$ cat config.mk
export PLATFORM = sky130hd
export DESIGN_NAME = fcl_top
export DESIGN_NICKNAME = d
export VERILOG_FILES = /design/src/fcl_pkg.sv /design/src/fcl_out_group.sv /design/src/fcl_prog_port.sv /design/src/fcl_top.sv
export SDC_FILE = /design/constraint.sdc
export NUM_CORES = 1
export LEC_CHECK = 0
export ABC_CLOCK_PERIOD_IN_PS = 1900
export BUFFER_PORTS_ARGS = -buffer_cell sky130_fd_sc_hd__buf_2
export CORE_ASPECT_RATIO = 1.1
export CORE_UTILIZATION = 30
export DETAILED_ROUTE_END_ITERATION = 16
export PLACE_DENSITY_LB_ADDON = 0.1
export SLEW_MARGIN = 20
export SYNTH_ARGS = -nofsm -noshare
export SYNTH_HDL_FRONTEND = slang
export SYNTH_SLANG_ARGS = --single-unit
$ cat constraint.sdc
create_clock -name clk_in -period 1.9 [get_ports clk_in]
set_input_delay 0.475 -clock clk_in [delete_from_list [all_inputs] [get_ports clk_in]]
set_output_delay 0.475 -clock clk_in [all_outputs]
set_load 0.01 [all_outputs]
$ cat src/fcl_pkg.sv
/*
 * Shared constants and carrier types for the fuse configuration latch.
 * Assumes a single 40 MHz clock and a synchronous active-low reset.
 */
package fcl_pkg;

  // ==========================================================
  // Action select and command codes
  localparam logic [1:0] ACT_ADDR = 2'h0;
  localparam logic [1:0] ACT_DATA = 2'h1;
  localparam logic [1:0] ACT_CMD  = 2'h2;
  localparam logic [1:0] ACT_IDLE = 2'h3;

  localparam logic [7:0] CMD_ERASE    = 8'h80;
  localparam logic [7:0] CMD_WR_FUSE  = 8'h40;
  localparam logic [7:0] CMD_WR_LOCK  = 8'h20;
  localparam logic [7:0] CMD_WR_FLASH = 8'h10;
  localparam logic [7:0] CMD_WR_EE    = 8'h11;
  localparam logic [7:0] CMD_RD_ID    = 8'h08;
  localparam logic [7:0] CMD_RD_FUSE  = 8'h04;
  localparam logic [7:0] CMD_RD_FLASH = 8'h02;
  localparam logic [7:0] CMD_RD_EE    = 8'h03;

  // ==========================================================
  // Fuse field positions (0 = programmed)
  localparam int HI_EXT_RST_DIS   = 7;
  localparam int HI_DEBUG_EN      = 6;
  localparam int HI_SERIAL_DL_EN  = 5;
  localparam int HI_WDOG_ON       = 4;
  localparam int HI_EE_PRESERVE   = 3;
  localparam int HI_BROWNOUT_LSB  = 0;
  localparam int LO_CLK_DIV8      = 7;
  localparam int LO_CLK_OUT       = 6;
  localparam int LO_STARTUP_LSB   = 4;
  localparam int LO_CLK_SRC_LSB   = 0;
  localparam int EX_GRP2_FORCE    = 7;
  localparam int EX_GRP1_FORCE    = 6;
  localparam int EX_GRP0_FORCE    = 5;
  localparam int EX_OUT_LEVEL     = 4;

  localparam logic [7:0] HI_DEF   = 8'hDF;
  localparam logic [7:0] LO_DEF   = 8'h62;
  localparam logic [7:0] EXT_DEF  = 8'hF9;
  localparam logic [7:0] LOCK_DEF = 8'hFF;
  localparam logic [7:0] BLANK    = 8'hFF;

  // ==========================================================
  // Identification space and byte selects
  localparam logic [7:0] ID_ADDR_MAKER = 8'h00;
  localparam logic [7:0] ID_ADDR_SIZE  = 8'h01;
  localparam logic [7:0] ID_ADDR_VAR   = 8'h02;
  localparam logic [1:0] FSEL_LO   = 2'h0;
  localparam logic [1:0] FSEL_LOCK = 2'h1;
  localparam logic [1:0] FSEL_EXT  = 2'h2;
  localparam logic [1:0] FSEL_HI   = 2'h3;
  localparam logic [1:0] SER_LO  = 2'h0;
  localparam logic [1:0] SER_HI  = 2'h1;
  localparam logic [1:0] SER_EXT = 2'h2;
  localparam logic [1:0] SER_ID  = 2'h3;

  // ==========================================================
  // Timing
  localparam int CLK_PERIOD_NS = 25;
  localparam int PULSE_MIN_NS  = 250;
  localparam int PULSE_MIN_CYC = (PULSE_MIN_NS + CLK_PERIOD_NS - 1) / CLK_PERIOD_NS;

  // ==========================================================
  // Carriers and state
  typedef struct packed {
    logic [7:0] ext;
    logic [7:0] hi;
    logic [7:0] lo;
  } fcl_fuse_t;

  typedef struct packed {
    logic       req;
    logic       wr;
    logic [1:0] sel;
    logic [7:0] addr;
    logic [7:0] data;
  } fcl_ser_req_t;

  typedef struct packed {
    logic       held;
    logic [3:0] cfg;
    logic [3:0] pins;
  } fcl_grp_st_t;

  typedef struct packed {
    logic        osc_prev;
    logic        wr_prev;
    logic [7:0]  cmd;
    logic [15:0] addr;
    logic [7:0]  dat;
    logic        wr_stb;
  } fcl_pp_st_t;

  typedef struct packed {
    logic       powered;
    logic       prog_prev;
    fcl_fuse_t  stored;
    fcl_fuse_t  act;
    logic [7:0] lock;
    logic [3:0] busy;
    logic       rdy;
    logic [7:0] osc_calibration_reg;
    logic [7:0] dout;
    logic       dout_oe_n;
    logic [7:0] ser_rdata;
  } fcl_top_st_t;

endpackage

$ cat src/fcl_out_group.sv
/*
 * One group of stage-controller outputs with reset forcing.
 * Assumes fuse inputs are the latched copies and stable during reset.
 */
`timescale 1ns/1ps
`default_nettype none
module fcl_out_group
#(
  parameter int N = 2
)
(
  input  wire logic         clk_in,
  input  wire logic         nrst_in,
  input  wire logic         core_rst_in,
  input  wire logic         force_fuse_in,
  input  wire logic         level_in,
  input  wire logic         wr_in,
  input  wire logic [N-1:0] wdata_in,
  input  wire logic [N-1:0] port_in,
  input  wire logic [N-1:0] stage_in,
  output var  logic [N-1:0] pin_out
);

  fcl_pkg::fcl_grp_st_t st;
  fcl_pkg::fcl_grp_st_t next_st;
  logic [3:0]           port4;
  logic [3:0]           stage4;

  // ==========================================================
  // Force and release
  always_comb
  begin
    next_st = st;
    port4 = '0;
    stage4 = '0;
    port4[N-1:0] = port_in;
    stage4[N-1:0] = stage_in;
    if (core_rst_in)
    begin
      next_st.held = !force_fuse_in;
      next_st.cfg = '0;
    end
    else if (wr_in)
    begin
      next_st.held = 1'b0;
      next_st.cfg[N-1:0] = wdata_in;
    end
    // Enabled bits take the stage drive, others the port value
    next_st.pins = next_st.held ? {4{level_in}} : ((next_st.cfg & stage4) | (~next_st.cfg & port4));
  end

  always_ff @(posedge clk_in)
  begin
    if (!nrst_in)
      st <= '0;
    else
      st <= next_st;
  end

  assign pin_out = st.pins[N-1:0];
endmodule
`default_nettype wire

$ cat src/fcl_prog_port.sv
/*
 * Parallel programming front end: action loads and write strobe.
 * Assumes programmer pins are synchronous and pulses span several clocks.
 */
`timescale 1ns/1ps
`default_nettype none
module fcl_prog_port
(
  input  wire logic        clk_in,
  input  wire logic        nrst_in,
  input  wire logic        prog_in,
  input  wire logic        osc_in,
  input  wire logic        action_select_hi_in,
  input  wire logic        action_select_lo_in,
  input  wire logic        byte_sel1_in,
  input  wire logic        wr_n_in,
  input  wire logic [7:0]  data_in,
  output var  logic [7:0]  cmd_out,
  output var  logic [15:0] addr_out,
  output var  logic [7:0]  dat_out,
  output var  logic        wr_stb_out
);

  fcl_pkg::fcl_pp_st_t st;
  fcl_pkg::fcl_pp_st_t next_st;

  // ==========================================================
  // Loads on oscillator pin rise
  always_comb
  begin
    next_st = st;
    next_st.osc_prev = osc_in;
    next_st.wr_prev = wr_n_in;
    next_st.wr_stb = prog_in && st.wr_prev && !wr_n_in;
    if (prog_in && osc_in && !st.osc_prev)
    begin
      unique case ({action_select_hi_in, action_select_lo_in})
        fcl_pkg::ACT_ADDR:
          if (byte_sel1_in)
            next_st.addr[15:8] = data_in;
          else
            next_st.addr[7:0] = data_in;
        fcl_pkg::ACT_DATA: next_st.dat = data_in;
        fcl_pkg::ACT_CMD:  next_st.cmd = data_in;
        fcl_pkg::ACT_IDLE: ;
      endcase
    end
  end

  always_ff @(posedge clk_in)
  begin
    if (!nrst_in)
      st <= '{osc_prev: 1'b0, wr_prev: 1'b1, cmd: 8'h00, addr: 16'h0000, dat: 8'h00, wr_stb: 1'b0};
    else
      st <= next_st;
  end

  assign cmd_out = st.cmd;
  assign addr_out = st.addr;
  assign dat_out = st.dat;
  assign wr_stb_out = st.wr_stb;
endmodule
`default_nettype wire

$ cat src/fcl_top.sv
/*
 * Fuse configuration latch, identification bytes and output forcing.
 * Assumes the programmer and the core share clk_in; pins are synchronous.
 */
// Functional notes
// - Reset level fuse selects forced output level
// - Group0 fuse forces outputs until config write
// - Group1 fuse forces outputs until config write
// - Group2 fuse forces four outputs until written
// - High fuse byte field layout
// - Low fuse byte field layout
// - Serial path cannot touch serial enable fuse
// - Chip erase keeps all fuses
// - Lock bit 0 programmed (zero) blocks fuse writes
// - Fuses latched on programming entry, deferred
// - EEPROM preserve fuse acts immediately
// - Fuses latched at power-up
// - Three identification bytes, readable when locked
// - Maker, size, variant identification meaning
// - Calibration byte copied at every reset
// - Oscillator pin pulse performs selected action
// - Write strobe executes last loaded command
// - Action select coding
// - Command byte decoding
// - Programmed fuse reads zero; the serial high-byte read returns the serial enable bit as one
// - Extended fuse byte field layout
`timescale 1ns/1ps
`default_nettype none
module fcl_top
#(
  parameter logic [7:0] ID_MAKER = 8'h5A, // Arbitrary value
  parameter logic [7:0] ID_SIZE  = 8'h42, // Arbitrary value
  parameter logic [7:0] ID_VAR   = 8'h07, // Arbitrary value
  parameter logic [7:0] CAL_BYTE = 8'h80,
  parameter logic [3:0] BUSY_CYC = 4'h8
)
(
  input  wire logic                 clk_in,
  input  wire logic                 nrst_in,
  input  wire logic                 core_rst_in,
  input  wire logic                 prog_mode_in,
  input  wire logic                 oscillator_input_pin_in,
  input  wire logic                 action_select_hi_in,
  input  wire logic                 action_select_lo_in,
  input  wire logic                 byte_sel1_in,
  input  wire logic                 byte_sel2_in,
  input  wire logic                 wr_n_in,
  input  wire logic                 oe_n_in,
  input  wire logic [7:0]           data_in,
  input  wire fcl_pkg::fcl_ser_req_t ser_in,
  input  wire logic                 osc_calibration_reg_wr_in,
  input  wire logic [7:0]           osc_calibration_reg_data_in,
  input  wire logic [2:0]           grp_cfg_wr_in,
  input  wire logic [3:0]           grp_cfg_data_in,
  input  wire logic [7:0]           port_val_in,
  input  wire logic [7:0]           stage_drive_in,
  output var  logic [7:0]           data_out,
  output var  logic                 data_oe_n_out,
  output var  logic                 rdy_out,
  output var  logic [7:0]           ser_rdata_out,
  output var  fcl_pkg::fcl_fuse_t   fuse_cfg_out,
  output var  logic [7:0]           lock_out,
  output var  logic [7:0]           osc_calibration_reg_out,
  output var  logic                 group0_out_a_out,
  output var  logic                 group0_out_b_out,
  output var  logic                 group1_out_a_out,
  output var  logic                 group1_out_b_out,
  output var  logic                 group2_out_a_out,
  output var  logic                 group2_out_b_out,
  output var  logic                 group2_out_c_out,
  output var  logic                 group2_out_d_out
);

  localparam fcl_pkg::fcl_fuse_t FUSE_DEF = '{ext: fcl_pkg::EXT_DEF, hi: fcl_pkg::HI_DEF, lo: fcl_pkg::LO_DEF};
  localparam fcl_pkg::fcl_top_st_t ST_RST = '{
    powered: 1'b0, prog_prev: 1'b0, stored: FUSE_DEF, act: FUSE_DEF,
    lock: fcl_pkg::LOCK_DEF, busy: 4'h0, rdy: 1'b1, osc_calibration_reg: CAL_BYTE,
    dout: fcl_pkg::BLANK, dout_oe_n: 1'b1, ser_rdata: 8'h00};

  fcl_pkg::fcl_top_st_t st;
  fcl_pkg::fcl_top_st_t next_st;
  logic [7:0]           pp_cmd;
  logic [15:0]          pp_addr;
  logic [7:0]           pp_dat;
  logic                 pp_wr_stb;
  logic [1:0]           g0_pins;
  logic [1:0]           g1_pins;
  logic [3:0]           g2_pins;

  // ==========================================================
  // Helpers
  function automatic logic fuse_writable(input logic [7:0] lock);
    fuse_writable = lock[0];
  endfunction

  function automatic logic [7:0] ident_byte(input logic [7:0] addr);
    unique case (addr)
      fcl_pkg::ID_ADDR_MAKER: ident_byte = ID_MAKER;
      fcl_pkg::ID_ADDR_SIZE:  ident_byte = ID_SIZE;
      fcl_pkg::ID_ADDR_VAR:   ident_byte = ID_VAR;
      default:                ident_byte = fcl_pkg::BLANK;
    endcase
  endfunction

  function automatic logic [7:0] fuse_byte(input logic [1:0] sel,
                                           input fcl_pkg::fcl_fuse_t f,
                                           input logic [7:0] lock);
    unique case (sel)
      fcl_pkg::FSEL_LO:   fuse_byte = f.lo;
      fcl_pkg::FSEL_LOCK: fuse_byte = lock;
      fcl_pkg::FSEL_EXT:  fuse_byte = f.ext;
      fcl_pkg::FSEL_HI:   fuse_byte = f.hi;
    endcase
  endfunction

  // ==========================================================
  // Parallel pin front end
  fcl_prog_port u_prog_port (
    .clk_in              (clk_in),
    .nrst_in             (nrst_in),
    .prog_in             (prog_mode_in),
    .osc_in              (oscillator_input_pin_in),
    .action_select_hi_in (action_select_hi_in),
    .action_select_lo_in (action_select_lo_in),
    .byte_sel1_in        (byte_sel1_in),
    .wr_n_in             (wr_n_in),
    .data_in             (data_in),
    .cmd_out             (pp_cmd),
    .addr_out            (pp_addr),
    .dat_out             (pp_dat),
    .wr_stb_out          (pp_wr_stb)
  );

  // ==========================================================
  // Fuse store, commands and reads
  always_comb
  begin
    next_st = st;
    next_st.powered = 1'b1;
    next_st.prog_prev = prog_mode_in;
    if (st.busy != 4'h0)
      next_st.busy = st.busy - 4'h1;

    // Capture at power-up and at either mode edge; held in between, except the preserve bit, which follows stored every cycle
    if (!st.powered)
      next_st.act = st.stored;
    else if (prog_mode_in != st.prog_prev)
      next_st.act = st.stored;
    next_st.act.hi[fcl_pkg::HI_EE_PRESERVE] = st.stored.hi[fcl_pkg::HI_EE_PRESERVE];

    // Commands refused while busy; the programmer waits on ready
    if (prog_mode_in && pp_wr_stb && st.busy == 4'h0)
    begin
      unique case (pp_cmd)
        fcl_pkg::CMD_ERASE:
        begin
          next_st.lock = fcl_pkg::LOCK_DEF;
          next_st.busy = BUSY_CYC;
        end
        fcl_pkg::CMD_WR_FUSE:
          if (fuse_writable(st.lock))
          begin
            unique case ({byte_sel2_in, byte_sel1_in})
              fcl_pkg::FSEL_LO:  next_st.stored.lo = pp_dat;
              fcl_pkg::FSEL_HI:  next_st.stored.hi = pp_dat;
              fcl_pkg::FSEL_EXT: next_st.stored.ext = pp_dat;
              default: ;
            endcase
            next_st.busy = BUSY_CYC;
          end
        fcl_pkg::CMD_WR_LOCK:
        begin
          // Lock bits only go towards programmed here
          next_st.lock = st.lock & pp_dat;
          next_st.busy = BUSY_CYC;
        end
        fcl_pkg::CMD_WR_FLASH, fcl_pkg::CMD_WR_EE:
          next_st.busy = BUSY_CYC;
        default: ;
      endcase
    end

    // Serial path
    if (prog_mode_in && ser_in.req)
    begin
      if (ser_in.wr && fuse_writable(st.lock))
      begin
        unique case (ser_in.sel)
          fcl_pkg::SER_LO:  next_st.stored.lo = ser_in.data;
          fcl_pkg::SER_HI:
          begin
            next_st.stored.hi = ser_in.data;
            next_st.stored.hi[fcl_pkg::HI_SERIAL_DL_EN] = st.stored.hi[fcl_pkg::HI_SERIAL_DL_EN];
          end
          fcl_pkg::SER_EXT: next_st.stored.ext = ser_in.data;
          fcl_pkg::SER_ID:  ;
        endcase
      end
      unique case (ser_in.sel)
        fcl_pkg::SER_LO:  next_st.ser_rdata = st.stored.lo;
        fcl_pkg::SER_HI:
        begin
          next_st.ser_rdata = st.stored.hi;
          next_st.ser_rdata[fcl_pkg::HI_SERIAL_DL_EN] = 1'b1;
        end
        fcl_pkg::SER_EXT: next_st.ser_rdata = st.stored.ext;
        fcl_pkg::SER_ID:  next_st.ser_rdata = ident_byte(ser_in.addr);
      endcase
    end

    // Parallel read, readable regardless of lock state
    next_st.dout_oe_n = !(prog_mode_in && !oe_n_in);
    unique case (pp_cmd)
      fcl_pkg::CMD_RD_ID:
        next_st.dout = byte_sel1_in ? CAL_BYTE : ident_byte(pp_addr[7:0]);
      fcl_pkg::CMD_RD_FUSE:
        next_st.dout = fuse_byte({byte_sel2_in, byte_sel1_in}, st.stored, st.lock);
      default:
        next_st.dout = fcl_pkg::BLANK;
    endcase

    // Calibration copy wins over core writes during reset
    if (core_rst_in)
      next_st.osc_calibration_reg = CAL_BYTE;
    else if (osc_calibration_reg_wr_in)
      next_st.osc_calibration_reg = osc_calibration_reg_data_in;

    next_st.rdy = (next_st.busy == 4'h0);
  end

  always_ff @(posedge clk_in)
  begin
    if (!nrst_in)
      st <= ST_RST;
    else
      st <= next_st;
  end

  // ==========================================================
  // Output groups
  fcl_out_group #(.N(2)) u_group0 (
    .clk_in        (clk_in),
    .nrst_in       (nrst_in),
    .core_rst_in   (core_rst_in),
    .force_fuse_in (st.act.ext[fcl_pkg::EX_GRP0_FORCE]),
    .level_in      (st.act.ext[fcl_pkg::EX_OUT_LEVEL]),
    .wr_in         (grp_cfg_wr_in[0]),
    .wdata_in      (grp_cfg_data_in[1:0]),
    .port_in       (port_val_in[1:0]),
    .stage_in      (stage_drive_in[1:0]),
    .pin_out       (g0_pins)
  );

  fcl_out_group #(.N(2)) u_group1 (
    .clk_in        (clk_in),
    .nrst_in       (nrst_in),
    .core_rst_in   (core_rst_in),
    .force_fuse_in (st.act.ext[fcl_pkg::EX_GRP1_FORCE]),
    .level_in      (st.act.ext[fcl_pkg::EX_OUT_LEVEL]),
    .wr_in         (grp_cfg_wr_in[1]),
    .wdata_in      (grp_cfg_data_in[1:0]),
    .port_in       (port_val_in[3:2]),
    .stage_in      (stage_drive_in[3:2]),
    .pin_out       (g1_pins)
  );

  fcl_out_group #(.N(4)) u_group2 (
    .clk_in        (clk_in),
    .nrst_in       (nrst_in),
    .core_rst_in   (core_rst_in),
    .force_fuse_in (st.act.ext[fcl_pkg::EX_GRP2_FORCE]),
    .level_in      (st.act.ext[fcl_pkg::EX_OUT_LEVEL]),
    .wr_in         (grp_cfg_wr_in[2]),
    .wdata_in      (grp_cfg_data_in),
    .port_in       (port_val_in[7:4]),
    .stage_in      (stage_drive_in[7:4]),
    .pin_out       (g2_pins)
  );

  assign group0_out_a_out = g0_pins[0];
  assign group0_out_b_out = g0_pins[1];
  assign group1_out_a_out = g1_pins[0];
  assign group1_out_b_out = g1_pins[1];
  assign group2_out_a_out = g2_pins[0];
  assign group2_out_b_out = g2_pins[1];
  assign group2_out_c_out = g2_pins[2];
  assign group2_out_d_out = g2_pins[3];

  assign data_out = st.dout;
  assign data_oe_n_out = st.dout_oe_n;
  assign rdy_out = st.rdy;
  assign ser_rdata_out = st.ser_rdata;
  assign fuse_cfg_out = st.act;
  assign lock_out = st.lock;
  assign osc_calibration_reg_out = st.osc_calibration_reg;
endmodule
`default_nettype wire

==> results.py <==
metrics = {
    "setup_path": {
        "critPathCaptureType": "flop",
        "setup.worst_path.end": "st[70]$_SDFF_PN1_",
        "reg2reg_depth": 7,
        "critPathSlowestCell": "sky130_fd_sc_hd__nor4_1",
        "startpoint": "st[27]$_SDFF_PN0_",
        "r2r-end": "st[70]$_SDFF_PN1_",
        "critical_path_peak_fanout": 23,
        "critical_path.cell_chain": "inv_1 > ha_1 > nor3b_4 > nand4_1 > buf_12 > nor4_1 > nor3_1",
        "critical_path_class": "reg -> reg",
        "critical_path.max_stage_delay_ps": 350,
        "reg2reg_slack_ps": 110,
        "arrival_ps": 2080,
        "timing.critical_path.required_ps": 2190,
        "cp-start-kind": "flop",
        "timing.rr.start": "st[27]$_SDFF_PN0_",
    },
    "sta": {
        "worst_clock_skew_ps": 9.58,
        "final_period_minus_worst_setup_slack_ps": 1790,
        "timing.slew.headroom_pct": 69.1,
        "clock.fmax_mhz": 558,
        "setup_viol_count_final": 0,
        "grt_setup_unrepaired": "no",
        "worstMarginPinSlew_ps": 459,
        "slew_violations": 0,
        "min_period_over_period_pct": 94.3,
        "hold_violation_total_from_the_final_report": 0,
    },
    "drt": {
        "post-route-drc-count": 0,
        "detail_route.first_pass.iterations": 5,
        "avgRoutedWirePerCell_microns": 18.6,
        "detailroute.via_count": 5426,
        "postRouteAntennaNets": 0,
        "detail_route.wirelength_microns": 20000,
        "routed_via_count_divided_by_cell_count": 5.04,
        "initialDrtViolationCount": 322,
    },
    "finish": {
        "num-fill-cells": 2097,
        "register_area_sq_um": 2680,
        "final_core_util_pct": 37.2,
        "antenna-diode-count": 0,
        "drive_gt1_share_pct": 28.7,
        "finish.net_count": 880,
        "footprint_of_the_multi_input_gates_sq_um": 2970,
        "area_growth_pct": 21.7,
    },
    "global_route": {
        "global_route.overflow_total": 0,
        "global_route.usage.total_pct": 18.7,
        "largest_net_degree_at_the_start_of_global_routing": 26,
        "grt_pass1_wl_microns": 30200,
        "antenna_found_initial": 0,
        "via_count_of_the_first_global_routing_pass": 5258,
    },
    "floorplanning": {
        "core_footprint_sq_um": 20500,
        "dieArea_sq_um": 21500,
        "boundaryPins": 137,
        "die_height_microns": 154,
        "floorplan.die.width_microns": 140,
        "num_rows": 55,
        "floorplan.initialDensity_pct": 30.6,
    },
    "placed_design": {
        "replace_congestion": 0.799,
        "placed_wire_length_estimate_after_detailed_placement_microns": 15300,
        "numPortBuffers": 136,
    },
    "synth": {
        "synth.lib_cells_used.distinct": 60,
        "yosys_most_used_dff": "sky130_fd_sc_hd__dfxtp_1",
        "synth_top_cell_area_share_pct": 42.8,
        "mappedNetlistNets": 786,
        "synth_seq_cells": 134,
        "post_synth_inst_count": 714,
        "synth-async-reset-ratio_pct": 0,
        "synth_enable_flop_cells": 0,
        "synth-warning-count": 0,
        "synthesis.area_per_instance_sq_um": 8.79,
        "yosysTopAreaCell": "sky130_fd_sc_hd__dfxtp_1",
        "synthMostInstantiatedCell": "sky130_fd_sc_hd__dfxtp_1",
        "yosysSeqAreaShare_pct": 42.8,
        "netlist_top_cells_count": "sky130_fd_sc_hd__dfxtp_1, sky130_fd_sc_hd__nand2_1, sky130_fd_sc_hd__nor2_1",
        "synth_area_leaders": "sky130_fd_sc_hd__dfxtp_1, sky130_fd_sc_hd__mux2i_1, sky130_fd_sc_hd__buf_4",
        "synth_area_sq_um": 6270,
    },
    "clocking": {
        "number_of_hold_buffers_added_after_cts": 0,
        "clock-root-buffer": "sky130_fd_sc_hd__clkbuf_16",
        "clock-sinks": 134,
        "numCtsBuffers": 17,
        "clk_path_buf_depth": 2,
        "tritoncts_clock_tree": "built",
        "cts.clk_slew.worst_paths_ps": 60,
        "clk_latency_ps": 420,
        "cts_htree_levels": 4,
    },
    "power": {
        "worst_ir_drop_vdd_uv": 604,
        "total_power_divided_by_cell_area_nw_per_um2": 978,
        "report.power.total_w": 0.00747,
        "leakagePower_nw": 3.17,
    },
    "run": {
        "maxCapViolCount": 0,
    },
    "min_path": {
        "worstHoldPathType": "in -> reg",
    },
    "run_status": {
        "outcome": "complete, no violations",
    },
}
-- final cells by class --
type / count / share of cell area, %
multi-input combinational: 472 / 38.9
tap: 256 / 4.19
sequential: 134 / 35.1
inverter: 8 / 0.393
timing repair buffer: 175 / 13.2
clock buffer: 17 / 5.57
clock inverter: 15 / 2.54
-- cell usage in the layout, fill, tap and decap left out, types with 3 or more instances in the layout --
master / n
sky130_fd_sc_hd__o221ai_1: 6
sky130_fd_sc_hd__a31oi_1: 4
sky130_fd_sc_hd__a2111oi_1: 3
sky130_fd_sc_hd__buf_4: 36
sky130_fd_sc_hd__buf_2: 136
sky130_fd_sc_hd__nor4_1: 19
sky130_fd_sc_hd__nor3_1: 30
sky130_fd_sc_hd__mux4_2: 7
sky130_fd_sc_hd__nand2b_1: 22
sky130_fd_sc_hd__a211oi_1: 11
sky130_fd_sc_hd__clkbuf_16: 17
sky130_fd_sc_hd__and2_1: 6
sky130_fd_sc_hd__a311oi_1: 3
sky130_fd_sc_hd__nand3_1: 18
sky130_fd_sc_hd__clkinv_4: 3
sky130_fd_sc_hd__dfxtp_1: 134
sky130_fd_sc_hd__inv_6: 4
sky130_fd_sc_hd__mux2i_1: 47
sky130_fd_sc_hd__xor2_1: 3
sky130_fd_sc_hd__nand3b_1: 3
sky130_fd_sc_hd__bufinv_16: 3
sky130_fd_sc_hd__o21ai_0: 24
sky130_fd_sc_hd__nand2_1: 77
sky130_fd_sc_hd__or3_1: 3
sky130_fd_sc_hd__a21oi_1: 36
sky130_fd_sc_hd__inv_1: 7
sky130_fd_sc_hd__buf_12: 3
sky130_fd_sc_hd__nor4_2: 3
sky130_fd_sc_hd__nand4_1: 4
sky130_fd_sc_hd__nor2_1: 77
sky130_fd_sc_hd__nor2b_1: 10
sky130_fd_sc_hd__nor3b_1: 3
sky130_fd_sc_hd__a2111oi_0: 9
-- critical path: cells and delay by family, from the launching register on --
| family | cells | cell delay (ps) |
|---|---|---|
| adder cells (fa/ha/maj) | 1 | 150 |
| AND/OR/NAND/NOR | 4 | 890 |
| flip-flops | 1 | 340 |
| buffers and inverters | 2 | 270 |
-- kinds of logic after synthesis --
family | count (synthesis) | synth area share (%)
AND/OR/NAND/NOR | 294 | 23.4
flip-flops | 134 | 42.8
AO/OA/AOI/OAI | 115 | 11.9
buffers and inverters | 108 | 10.3
multiplexers | 57 | 10.8
XOR/XNOR | 5 | 0.698
adder cells (fa/ha/maj) | 1 | 0.199
-- flip-flops by register name, indices dropped and copies added (netlist names) --
signal,flops
u_group1.pin_out,2
osc_calibration_reg_out,8
u_group0.st,3
ser_rdata_out,8
data_oe_n_out,1
rdy_out,1
u_group2.pin_out,4
u_group0.pin_out,2
lock_out,8
fuse_cfg_out,24
data_out,8
u_prog_port.wr_stb_out,1
next_st,1
u_prog_port.cmd_out,8
u_prog_port.dat_out,8
u_prog_port.addr_out,8
u_prog_port.st,2
u_group2.st,5
u_group1.st,3
st,29
-- layer usage --
| metal | wire length [microns] | vias up | global-route usage [%] |
|---|---|---|---|
| li1 | - | 2665 | - |
| met1 | 9230 | 2600 | 23.9 |
| met2 | 9500 | 139 | 30.9 |
| met3 | 876 | 22 | 3.36 |
| met4 | 389 | 0 | 7.64 |
| met5 | 0 | - | 0 |
-- power breakdown --
group / internal (W) / total (W) / switching, W
Sequential: 0.00293 / 0.00302 / 0.0000900
Combinational: 0.000426 / 0.000954 / 0.000528
Clock: 0.00210 / 0.00349 / 0.00139
Total: 0.00546 / 0.00747 / 0.00201
-- how the worst min path moves through the flow --
stage / from / to / slack [ps] / depth (start not counted)
detailed placement: fuse_cfg_out[18]$_SDFFE_PN0P_ / fuse_cfg_out[18]$_SDFFE_PN0P_ / 440 / 2
floorplan: fuse_cfg_out[13]$_SDFFE_PN0P_ / fuse_cfg_out[13]$_SDFFE_PN0P_ / 430 / 2
global route: oe_n_in / data_oe_n_out$_SDFF_PN1_ / 240 / 2
finish: oe_n_in / data_oe_n_out$_SDFF_PN1_ / 230 / 2
global placement: fuse_cfg_out[3]$_SDFFE_PN0P_ / fuse_cfg_out[3]$_SDFFE_PN0P_ / 440 / 2
CTS: oe_n_in / data_oe_n_out$_SDFF_PN1_ / 210 / 2
-- metrics by stage --
stage / worst slack [ps] / cell area, sq um / hold slack, ps / setup TNS (ps) / cells
5_1_grt: 1.25 / 7640 / 241 / 0 / 1077
4_1_cts: 73.2 / 7610 / 215 / 0 / 1077
3_3_place_gp: 36.3 / 6990 / 439 / 0 / 1045
3_5_place_dp: -24.2 / 6990 / 445 / -25.8 / 1045
6_report: 109 / 7640 / 233 / 0 / 1077
2_1_floorplan: 81.0 / 6270 / 432 / 0 / 714
-- timing repair --
action	CTS	global route
setup buffers	0	0
endpoints found under the setup margin	0	6
resized for setup	0	8
Power figures use the tool's default switching activity.
